--- src/fgl_regs.svh ---
`ifndef FGL_REGS_SVH
`define FGL_REGS_SVH

// ==========================================================
// Opcodes
`define FGL_OP_WREN 8'h06
`define FGL_OP_GLOCK 8'h7e
`define FGL_OP_GUNLOCK 8'h98
`define FGL_OP_RST_EN 8'h66
`define FGL_OP_RST 8'h99

// ==========================================================
// Register byte offsets
`define FGL_OFS_CONFIG 4'h0
`define FGL_OFS_STATUS 4'h4
`define FGL_OFS_LOCKS 4'h8
`define FGL_OFS_PROTECT 4'hc

// ==========================================================
// Config field positions
`define FGL_CFG_SCHEME 0
`define FGL_CFG_SUSPEND 1
`define FGL_CFG_BP_LO 4
`define FGL_CFG_BP_HI 6
`define FGL_CFG_WRAP_LO 8
`define FGL_CFG_WRAP_HI 10
`define FGL_CFG_PARAM_LO 16
`define FGL_CFG_PARAM_HI 23

// Status field positions
`define FGL_ST_BUSY 0
`define FGL_ST_WEL 1
`define FGL_ST_SUSPEND 2
`define FGL_ST_RST_EN 3
`define FGL_ST_RECOVER 4

// ==========================================================
// Reset values
`define FGL_CONFIG_RST 32'h0000_0000

// ==========================================================
// Timing
`define FGL_T_RST_NS 30000
`define FGL_CLK_MHZ 50
`define FGL_RST_CYCLES ((`FGL_T_RST_NS * `FGL_CLK_MHZ + 999) / 1000)

`endif

--- src/fgl_pkg.sv ---
package fgl_pkg;
   // Command sequencer states, one-hot
   typedef enum logic [2:0] {
      FGL_IDLE = 3'b001,
      FGL_ARMED = 3'b010,
      FGL_RECOVER = 3'b100
   } fgl_state_e;
endpackage

--- src/fgl_cmd_if.sv ---
interface fgl_cmd_if;
   logic valid;
   logic [7:0] opcode;
   modport src (output valid, output opcode);
   modport dst (input valid, input opcode);
endinterface

--- src/fgl_spi_rx.sv ---
module fgl_spi_rx (
   // Clock and reset
   input wire logic clk,
   input wire logic rst_n,
   // Serial pins from the host
   input wire logic cs_n,
   input wire logic sclk,
   input wire logic mosi,
   // Received one-byte command
   fgl_cmd_if.src cmd
);
   // ==========================================================
   // Pin synchronisers and filtered levels
   logic [2:0] cs_sy, ck_sy, di_sy;
   logic cs_f, ck_f, di_f;
   logic next_cs_f, next_ck_f, next_di_f;
   logic [7:0] shift, next_shift;
   logic [3:0] cnt, next_cnt;
   logic [7:0] op, next_op;
   logic vld, next_vld;
   logic ck_rise, cs_rise;

   assign cmd.valid = vld;
   assign cmd.opcode = op;

   // A level only counts once the second and third stages agree
   always_comb begin
      next_cs_f = (cs_sy[1] == cs_sy[2]) ? cs_sy[2] : cs_f;
      next_ck_f = (ck_sy[1] == ck_sy[2]) ? ck_sy[2] : ck_f;
      next_di_f = (di_sy[1] == di_sy[2]) ? di_sy[2] : di_f;
      ck_rise = ~ck_f & next_ck_f;
      cs_rise = ~cs_f & next_cs_f;
      next_shift = shift;
      next_cnt = cnt;
      next_op = op;
      next_vld = 1'b0;
      if (cs_f) begin
         next_cnt = 4'h0;
      end else if (cs_rise) begin
         // Only a frame of exactly eight bits is a command
         next_vld = (cnt == 4'h8);
         next_op = shift;
         next_cnt = 4'h0;
      end else if (ck_rise) begin
         // Bits taken on rising serial clock, MSB first
         next_shift = {shift[6:0], next_di_f};
         next_cnt = (cnt == 4'h9) ? cnt : cnt + 4'h1;
      end
   end

   // Registers; data sync delay matches clock sync delay
   always_ff @(posedge clk) begin
      if (!rst_n) begin
         cs_sy <= 3'h7;
         ck_sy <= 3'h0;
         di_sy <= 3'h0;
         cs_f <= 1'b1;
         ck_f <= 1'b0;
         di_f <= 1'b0;
         shift <= 8'h00;
         cnt <= 4'h0;
         op <= 8'h00;
         vld <= 1'b0;
      end else begin
         cs_sy <= {cs_sy[1:0], cs_n};
         ck_sy <= {ck_sy[1:0], sclk};
         di_sy <= {di_sy[1:0], mosi};
         cs_f <= next_cs_f;
         ck_f <= next_ck_f;
         di_f <= next_di_f;
         shift <= next_shift;
         cnt <= next_cnt;
         op <= next_op;
         vld <= next_vld;
      end
   end
endmodule

--- src/fgl_top.sv ---
`include "fgl_regs.svh"

module fgl_top
   import fgl_pkg::*;
#(
   parameter int NUM_LOCKS = 16,
   parameter int RECOVER_CYCLES = `FGL_RST_CYCLES
) (
   // Clock and reset
   input wire logic clk,
   input wire logic rst_n,
   // Serial pins
   input wire logic cs_n,
   input wire logic sclk,
   input wire logic mosi,
   // Array engine
   input wire logic op_busy,
   output logic abort_op,
   output logic [NUM_LOCKS-1:0] protect_map,
   // Avalon-MM slave
   input wire logic [3:0] avs_address,
   input wire logic avs_read,
   input wire logic avs_write,
   input wire logic [31:0] avs_writedata,
   output logic [31:0] avs_readdata,
   output logic avs_waitrequest
);
   // ==========================================================
   // Command receiver
   fgl_cmd_if cmd_bus ();

   fgl_spi_rx u_rx (
      .clk(clk),
      .rst_n(rst_n),
      .cs_n(cs_n),
      .sclk(sclk),
      .mosi(mosi),
      .cmd(cmd_bus)
   );

   // ==========================================================
   // State
   fgl_state_e state, next_state;
   logic [10:0] rcnt, next_rcnt;
   logic write_enable_latch, next_wel;
   logic [NUM_LOCKS-1:0] locks, next_locks;
   logic [31:0] config_r, next_config;
   logic abort, next_abort;
   logic [NUM_LOCKS-1:0] prot, next_prot;
   logic ack, next_ack;
   logic [31:0] rdata, next_rdata;
   logic cmd_ok, do_reset, reg_wr;

   // Block-protect field: a nonzero value k protects the top 2^(k-1)/64 of blocks
   function automatic logic [NUM_LOCKS-1:0] bp_decode(input logic [2:0] bp);
      logic [NUM_LOCKS-1:0] m;
      m = '0;
      for (int i = 0; i < NUM_LOCKS; i++) begin
         if (bp != 3'h0 && (NUM_LOCKS - i) * 64 <= (1 << (bp - 3'h1)) * NUM_LOCKS) begin
            m[i] = 1'b1;
         end
      end
      return m;
   endfunction

   assign abort_op = abort;
   assign protect_map = prot;
   assign avs_readdata = rdata;
   // One wait cycle per access, then the answer
   assign avs_waitrequest = (avs_read | avs_write) & ~ack;

   // ==========================================================
   // Command sequencer
   always_comb begin
      cmd_ok = cmd_bus.valid & (state != FGL_RECOVER);
      do_reset = cmd_ok & (state == FGL_ARMED) & (cmd_bus.opcode == `FGL_OP_RST);
      // Write lands at the edge where waitrequest is seen low, as the master expects
      reg_wr = avs_write & ack & (avs_address == `FGL_OFS_CONFIG);
      next_state = state;
      next_rcnt = rcnt;
      next_wel = write_enable_latch;
      next_locks = locks;
      next_config = config_r;
      next_abort = 1'b0;
      if (reg_wr) begin
         next_config = avs_writedata & 32'h00ff_0773;
      end
      unique case (state)
         FGL_IDLE: begin
            if (cmd_ok && cmd_bus.opcode == `FGL_OP_RST_EN) begin
               next_state = FGL_ARMED;
            end
         end
         FGL_ARMED: begin
            // Anything but reset disarms; reset-enable again stays armed
            if (cmd_ok && cmd_bus.opcode != `FGL_OP_RST_EN) begin
               next_state = FGL_IDLE;
            end
         end
         FGL_RECOVER: begin
            if (rcnt == 11'h001) begin
               next_state = FGL_IDLE;
            end
            next_rcnt = rcnt - 11'h001;
         end
      endcase
      if (cmd_ok) begin
         if (cmd_bus.opcode == `FGL_OP_WREN) begin
            next_wel = 1'b1;
         end
         if (cmd_bus.opcode == `FGL_OP_GLOCK && write_enable_latch) begin
            next_locks = '1;
         end
         if (cmd_bus.opcode == `FGL_OP_GUNLOCK && write_enable_latch) begin
            next_locks = '0;
         end
      end
      if (do_reset) begin
         // Volatile state back to power-on; reset outranks a register write
         next_state = FGL_RECOVER;
         next_rcnt = RECOVER_CYCLES[10:0];
         next_wel = 1'b0;
         next_locks = '1;
         next_config = `FGL_CONFIG_RST;
         next_abort = 1'b1;
      end
      // Effective protection follows the selected scheme
      next_prot = next_config[`FGL_CFG_SCHEME] ? next_locks :
                  bp_decode(next_config[`FGL_CFG_BP_HI:`FGL_CFG_BP_LO]);
   end

   always_ff @(posedge clk) begin
      if (!rst_n) begin
         state <= FGL_IDLE;
         rcnt <= 11'h000;
         write_enable_latch <= 1'b0;
         locks <= '1;
         config_r <= `FGL_CONFIG_RST;
         abort <= 1'b0;
         prot <= '0;
      end else begin
         state <= next_state;
         rcnt <= next_rcnt;
         write_enable_latch <= next_wel;
         locks <= next_locks;
         config_r <= next_config;
         abort <= next_abort;
         prot <= next_prot;
      end
   end

   // ==========================================================
   // Bus read path; unmapped reads return zero
   always_comb begin
      next_ack = (avs_read | avs_write) & ~ack;
      next_rdata = rdata;
      if (avs_read && !ack) begin
         unique case (avs_address)
            `FGL_OFS_CONFIG: next_rdata = config_r;
            `FGL_OFS_STATUS: next_rdata = {27'h0, state == FGL_RECOVER, state == FGL_ARMED,
                                          config_r[`FGL_CFG_SUSPEND], write_enable_latch, op_busy};
            `FGL_OFS_LOCKS: next_rdata = 32'(locks);
            `FGL_OFS_PROTECT: next_rdata = 32'(prot);
            default: next_rdata = 32'h0000_0000;
         endcase
      end
   end

   always_ff @(posedge clk) begin
      if (!rst_n) begin
         ack <= 1'b0;
         rdata <= 32'h0000_0000;
      end else begin
         ack <= next_ack;
         rdata <= next_rdata;
      end
   end
endmodule

--- config.mk ---
export PLATFORM = sky130hd
export DESIGN_NAME = fgl_top
export DESIGN_NICKNAME = d
export VERILOG_FILES = /design/src/fgl_pkg.sv /design/src/fgl_cmd_if.sv /design/src/fgl_spi_rx.sv /design/src/fgl_top.sv
export VERILOG_INCLUDE_DIRS = /design/src
export SDC_FILE = /design/constraint.sdc
export NUM_CORES = 1
export LEC_CHECK = 0
export BUFFER_PORTS_ARGS = -buffer_cell sky130_fd_sc_hd__buf_2
export CAP_MARGIN = 40
export CELL_PAD_IN_SITES_DETAIL_PLACEMENT = 1
export CELL_PAD_IN_SITES_GLOBAL_PLACEMENT = 1
export CORE_MARGIN = 1.5
export CORE_UTILIZATION = 40
export DETAILED_ROUTE_END_ITERATION = 12
export GPL_TIMING_DRIVEN = 1
export PLACE_DENSITY = 0.82
export SLEW_MARGIN = 30
export SYNTH_ARGS = -nofsm -noshare
export SYNTH_HDL_FRONTEND = slang
export SYNTH_SLANG_ARGS = --single-unit
--- constraint.sdc ---
create_clock -name clk -period 2.5 [get_ports clk]
set_clock_uncertainty 0.15 [all_clocks]
set_input_delay 0.375 -clock clk [delete_from_list [all_inputs] [get_ports clk]]
set_output_delay 0.375 -clock clk [all_outputs]
set_load 0.005 [all_outputs]
* Word level (Yosys, flattened, before mapping)
Cells that the tools add are included.
** Storage, ports and cells
- Register bits :: 130
- Input port bits :: 44
- Output and inout bits :: 50
- Word-level logic and storage cells :: 151
** Operators by class
- Add/sub/neg operators :: 3
- $lt $le $gt $ge :: 16
- Eq/ne operators :: 25
- Shift operators :: 1
- Multiplexer cells :: 35
- Bitwise logic cells :: 15
- Reductions and logical operators :: 34
** Operator list (number)
- $le 11x32->1 const A :: 8
- $le 10x32->1 const A :: 4
- $pmux 24 s4 :: 1
- $mux 16 :: 5
- $le 9x32->1 const A :: 2
- $le 12x32->1 const A :: 1
- $le 8x32->1 const A :: 1
- $shl 1x3->28 const A :: 1
- $mux 11 :: 2
- $logic_and 1x1->1 :: 21
- $mux 1 :: 20
- $eq 4x4->1 const B :: 4
- $eq 8x7->1 const B :: 2
- $eq 8x8->1 const B :: 2
- $mux 7 :: 2
- $mux 3 :: 4
- $ne 3x3->1 const B :: 4
- $eq 11x1->1 const B :: 1
- $sub 11x1->11 const B :: 1
- $pmux 3 s3 :: 1
- $reduce_and 3->1 :: 3
- $and 1x1->1 :: 8
- $eq 8x3->1 const B :: 1
- $ne 8x7->1 const B :: 1
- other kinds (17) :: 29

* Logic depth before layout (Yosys ltp)
- Word-level depth :: 11
- Depth in mapped cells :: 8

* Hierarchy
From an unflattened synthesis, not the netlist that was laid out.
** Second synthesis, totals
- Cells, all modules :: 537
- Area, all modules :: 4897.2 um^2
** By module, submodules not included
- fgl_top :: instances 1, cells an instance 411, area each 3638.5 um^2, sequential area each 1781.7 um^2
- fgl_spi_rx :: instances 1, cells an instance 126, area each 1258.7 um^2, sequential area each 660.6 um^2

* Worst setup path before layout
Ideal clock, no wire load.
- Path kind :: input to register
- Start :: in avs_address[1]
- End :: reg prot[5] (netlist: protect_map[5])
- Library setup time :: 0.132 ns
- Arrival time :: 1.800 ns
- Setup slack :: 0.418 ns
- Cell stages on the path :: 7
- Buffers on the path :: 3
- Cell sequence :: or4_1 -> buf_2 -> o21a_1 -> clkbuf_1 -> clkbuf_1 -> o221ai_1 -> a21oi_1
** On the way
- Longest elaborated chain between the ends :: 10
** RTL lines
- start: declaration :: line fgl_top.sv:21 : input wire logic [3:0] avs_address,
- $logic_not 4->1 *
- $and 1x1->1 * :: line fgl_top.sv:78 : reg_wr = avs_write & ack & (avs_address == `FGL_OFS_CONFIG);
- $mux 7 * :: line fgl_top.sv:85 : if (reg_wr) begin
- $mux 7 * :: line fgl_top.sv:118 : if (do_reset) begin
- $sub 3x1->3 :: line fgl_top.sv:59 : if (bp != 3'h0 && (NUM_LOCKS - i) * 64 <= (1 << (bp - 3'h1)) * NUM_LOCKS) begin
- $shl 1x3->28 :: line fgl_top.sv:59
- $le 11x32->1 :: line fgl_top.sv:59
- $logic_and 1x1->1 :: line fgl_top.sv:59
- $mux 1 :: line fgl_top.sv:59
- $mux 16 * :: line fgl_top.sv:128 : next_prot = next_config[`FGL_CFG_SCHEME] ? next_locks :
- end signal: assignment :: line fgl_top.sv:148 : prot <= next_prot;
- end: declaration :: line fgl_top.sv:49 : logic [NUM_LOCKS-1:0] prot, next_prot;
Every way passes the cells marked *; elsewhere a longest branch is shown, timed or not.
A chain may end at the register's enable or synchronous reset.

* Final worst setup path
- Start :: reg state[2]
- End :: reg prot[14] (netlist: protect_map[14])
** On the way
- Longest elaborated chain between the ends :: 11
** RTL lines
- start: declaration :: line fgl_top.sv:43 : fgl_state_e state, next_state;
- start signal: assignment :: line fgl_top.sv:142 : state <= next_state;
- $ne 3x3->1 :: line fgl_top.sv:75 : cmd_ok = cmd_bus.valid & (state != FGL_RECOVER);
- $and 1x1->1 :: line fgl_top.sv:75
- $and 1x1->1 (2 in series) :: line fgl_top.sv:76 : do_reset = cmd_ok & (state == FGL_ARMED) & (cmd_bus.opcode == `FGL_OP_RST);
- $mux 7 :: line fgl_top.sv:118
- $sub 3x1->3 :: line fgl_top.sv:59
- $shl 1x3->28 :: line fgl_top.sv:59
- $le 9x32->1 :: line fgl_top.sv:59
- $logic_and 1x1->1 :: line fgl_top.sv:59
- $mux 1 :: line fgl_top.sv:59
- $mux 16 * :: line fgl_top.sv:128
Marks and branches as above.

==> impl_results.md <==
- Largest net degree at the start of global routing: 51
- Die width: 114 um
- Worst slew pin tran: around 0.68 ns
- Antenna violations before repair: 0
- Worst EP required: 2.64 ns
- Number of synthesized flops with an enable pin: 0
- Ys async rst share: 0%
- Reg power frac: between 40 and 50%
- Pwr Density: a little under 800 nW/um^2
- CTS H-tree lvls: 4
- Area share of the largest cell type after synthesis: 49.3%
- Final Slew Violations: 0
- Switching share of total power: 20.5%
- FF-to-FF path depth: 5
- Max-cap check violation count: 0
- Die area: 13100 um^2
- Register area share after synthesis: 49.3%
- CP Data Arrival Time: 2.22 ns
- Area growth, synth to finish: 23.6%
- CTS-repair resized insts: 0
- Final hold violations: 0
- Via density: 5.42
- Ys flop type: dfxtp_1
- Commonest non-fill, non-tap cell in the layout: dfxtp_1
- Num CTS Buffers: 17
- WL per Instance: 17.6 um
- Pint: 0.00381 W
- Net load switching power: 0.000986 W
- Synth area leaders: dfxtp_1, nand2_1, a21oi_1
- Core area: 12100 um^2
- Share of cells above drive strength 1: 21.0%
- Met3 Usage GRT: 5.72%
- All-layer global routing usage: 22.8%
- Std-Cell Rows: 40
- Reg clk slew, reported paths: 0.05 ns
- Yosys reg bits: 122
- Num ports: 94
- Cells after synthesis: between 500 and 600
- Post-route setup TNS: 0 ns
- Vias: 4365
- Final setup vio count: 0
- Gate power share: 3.6%
- Status: finished, final reports clean
- Hold Path Class: input port to flop
- Met2 Use GR: roughly 41%
- Hold_sp: mosi
- Clock Tree Buf Depth: 2
- Vias in the first global route: 4550
- Residual DRC: 0
- WL final: 14.2 mm
- CTS tree: built
- First-pass GRT wire length: 22.7 mm
- GR met1 Demand/Resource: 25.6%
- Area leader, netlist: dfxtp_1
- WS Path Type: flop to flop
- Syn_area_per_cell: 8.89 um^2
- Ys Warns: 0
- Worst setup SP type: flop
- Capture point of the worst reg-to-reg path: protect_map[14]
- Initial DRC Count: around 280
- # port buffers: about 70
- Origin of the critical flop-to-flop path: state[2]
- Tmin final: 2.07 ns
- Cts hold-fix bufs: 0
- Relative max-transition margin: 54.9%
- CP Capture Type: flop
- Leakage power: 2.46 nW
- HPWL Detailed: 9.39 mm
- Synth unique cells: 52
- GR peak layer: met2
- Overflow after GRT: 0
- Synth Cell Area: 4950 um^2
- Hold endpoint: u_rx.di_sy[0]
- Diodes inserted: 0
- RSZ-0062 raised after global routing: false
- Starting Density: about two fifths
- Clk Tree Root Cell: clkbuf_16
- Gpl congestion: 0.774
- Final period util: between 80% and 90%
- Most frequent cells in the layout: dfxtp_1, nand2_1, buf_2, a21oi_1, nor2_1
- Maximum VDD drop: 0.361 mV
- Pre-antenna DRT Iters: 4
- Final ANT Viol Nets: 0
- Clk sinks: 122
- Post-Place Worst Slack: around 0.19 ns
- Worst Slack Setup Final: roughly 0.43 ns
- R2r setup slk: 0.43 ns
- Clk pwr share: between 50% and 60%
- Post-route cell area: 6120 um^2
- CP max FO: 32
- # Post-CTS Setup Buffers: 0
- Max Freq: 0.482 GHz
- Die Y: 114 um
- Layout Nets: a little under 700
- Area after DPL: 5450 um^2
- Clk Latency, worst-skew pair: 0.42 ns
- Hold Path Depth: 2
-- layer usage --
layer,share of wire (%),vias up
met5,0,-
li1,-,2078
met4,2.3,0
met1,42,2163
met3,3.6,28
met2,52,96
-- per-stage QoR --
step                total power (W)  std cells  hold WS, ns  utilization [%]
CTS                         0.00484        805      0.00424             50.5
floorplan                   0.00211        564        0.236                -
global route                0.00494        806       0.0198             50.7
global placement            0.00217        773        0.240             45.1
detailed placement          0.00217        773        0.252             45.1
finish                      0.00480        806       0.0211             50.7
-- state kept, by name (all words and copies together), names as in the netlist, 3 cells and up --
name	cells
u_rx.ck_sy	3
protect_map	16
rcnt	11
config_r	16
state	3
u_rx.di_sy	3
locks	16
u_rx.cmd.opcode	8
u_rx.cnt	4
u_rx.shift	8
u_rx.cs_sy	3
avs_readdata	24
-- power by group through the flow --
stage / registers, W / clock network, W / logic (W)
after global placement: 0.00201 / 0 / 0.000160
after detailed placement: 0.00201 / 0 / 0.000165
after floorplan: 0.00201 / 0 / 0.000103
after CTS: 0.00197 / 0.00270 / 0.000168
after global routing: 0.00197 / 0.00278 / 0.000187
final: 0.00197 / 0.00266 / 0.000173
-- final cells by class --
class,instances,area [um^2]
multi-input combinational,391,2300
fill,1382,5950
timing repair buffer,87,500
clock inverter,12,196
sequential,122,2440
clock buffer,20,447
inverter,6,22.5
tap,168,210
-- worst max-delay path by stage --
stage / cells after the start / from / slack, ns / end
global route: 5 / state[2] / 0.36 / protect_map[14]
CTS: 5 / state[2] / 0.45 / protect_map[14]
floorplan: 7 / avs_address[1] / 0.42 / protect_map[5]
global placement: 5 / avs_address[1] / 0.20 / protect_map[14]
detailed placement: 5 / avs_address[1] / 0.19 / protect_map[14]
finish: 5 / state[2] / 0.43 / protect_map[14]
-- synth_stat cells (5+ instances only) --
cell      number
a21oi_1       59
a22oi_1       16
and2_1         7
buf_4          8
clkbuf_1      31
dfxtp_1      122
ha_1           5
inv_1          5
mux2i_1       19
nand2_1       87
nand3_1       14
nand3b_1       5
nor2_1        47
nor3b_1        5
o21ai_0       26
o221ai_1      16
or3_1          9
xor2_1         7
-- cells by family after synthesis --
group                      count (synthesis)  share of synthesized area, %
AOI/OAI and AO/OA                        135                          16.4
buffers and inverters                     51                          4.85
and+or+nand+nor                          207                          20.0
DFF                                      122                          49.3
muxes                                     27                          6.50
other                                      1                        0.0758
xor gates and xnor gates                   8                          1.42
adders and majority gates                  6                          1.47
-- worst max-delay path: stages, from the launching register on --
cell      delay [ns]
dfxtp_1         0.40
or3b_2          0.57
and4b_1         0.26
buf_4           0.23
o221ai_1        0.22
a31oi_1         0.11
(Power assumes the default switching activity.)
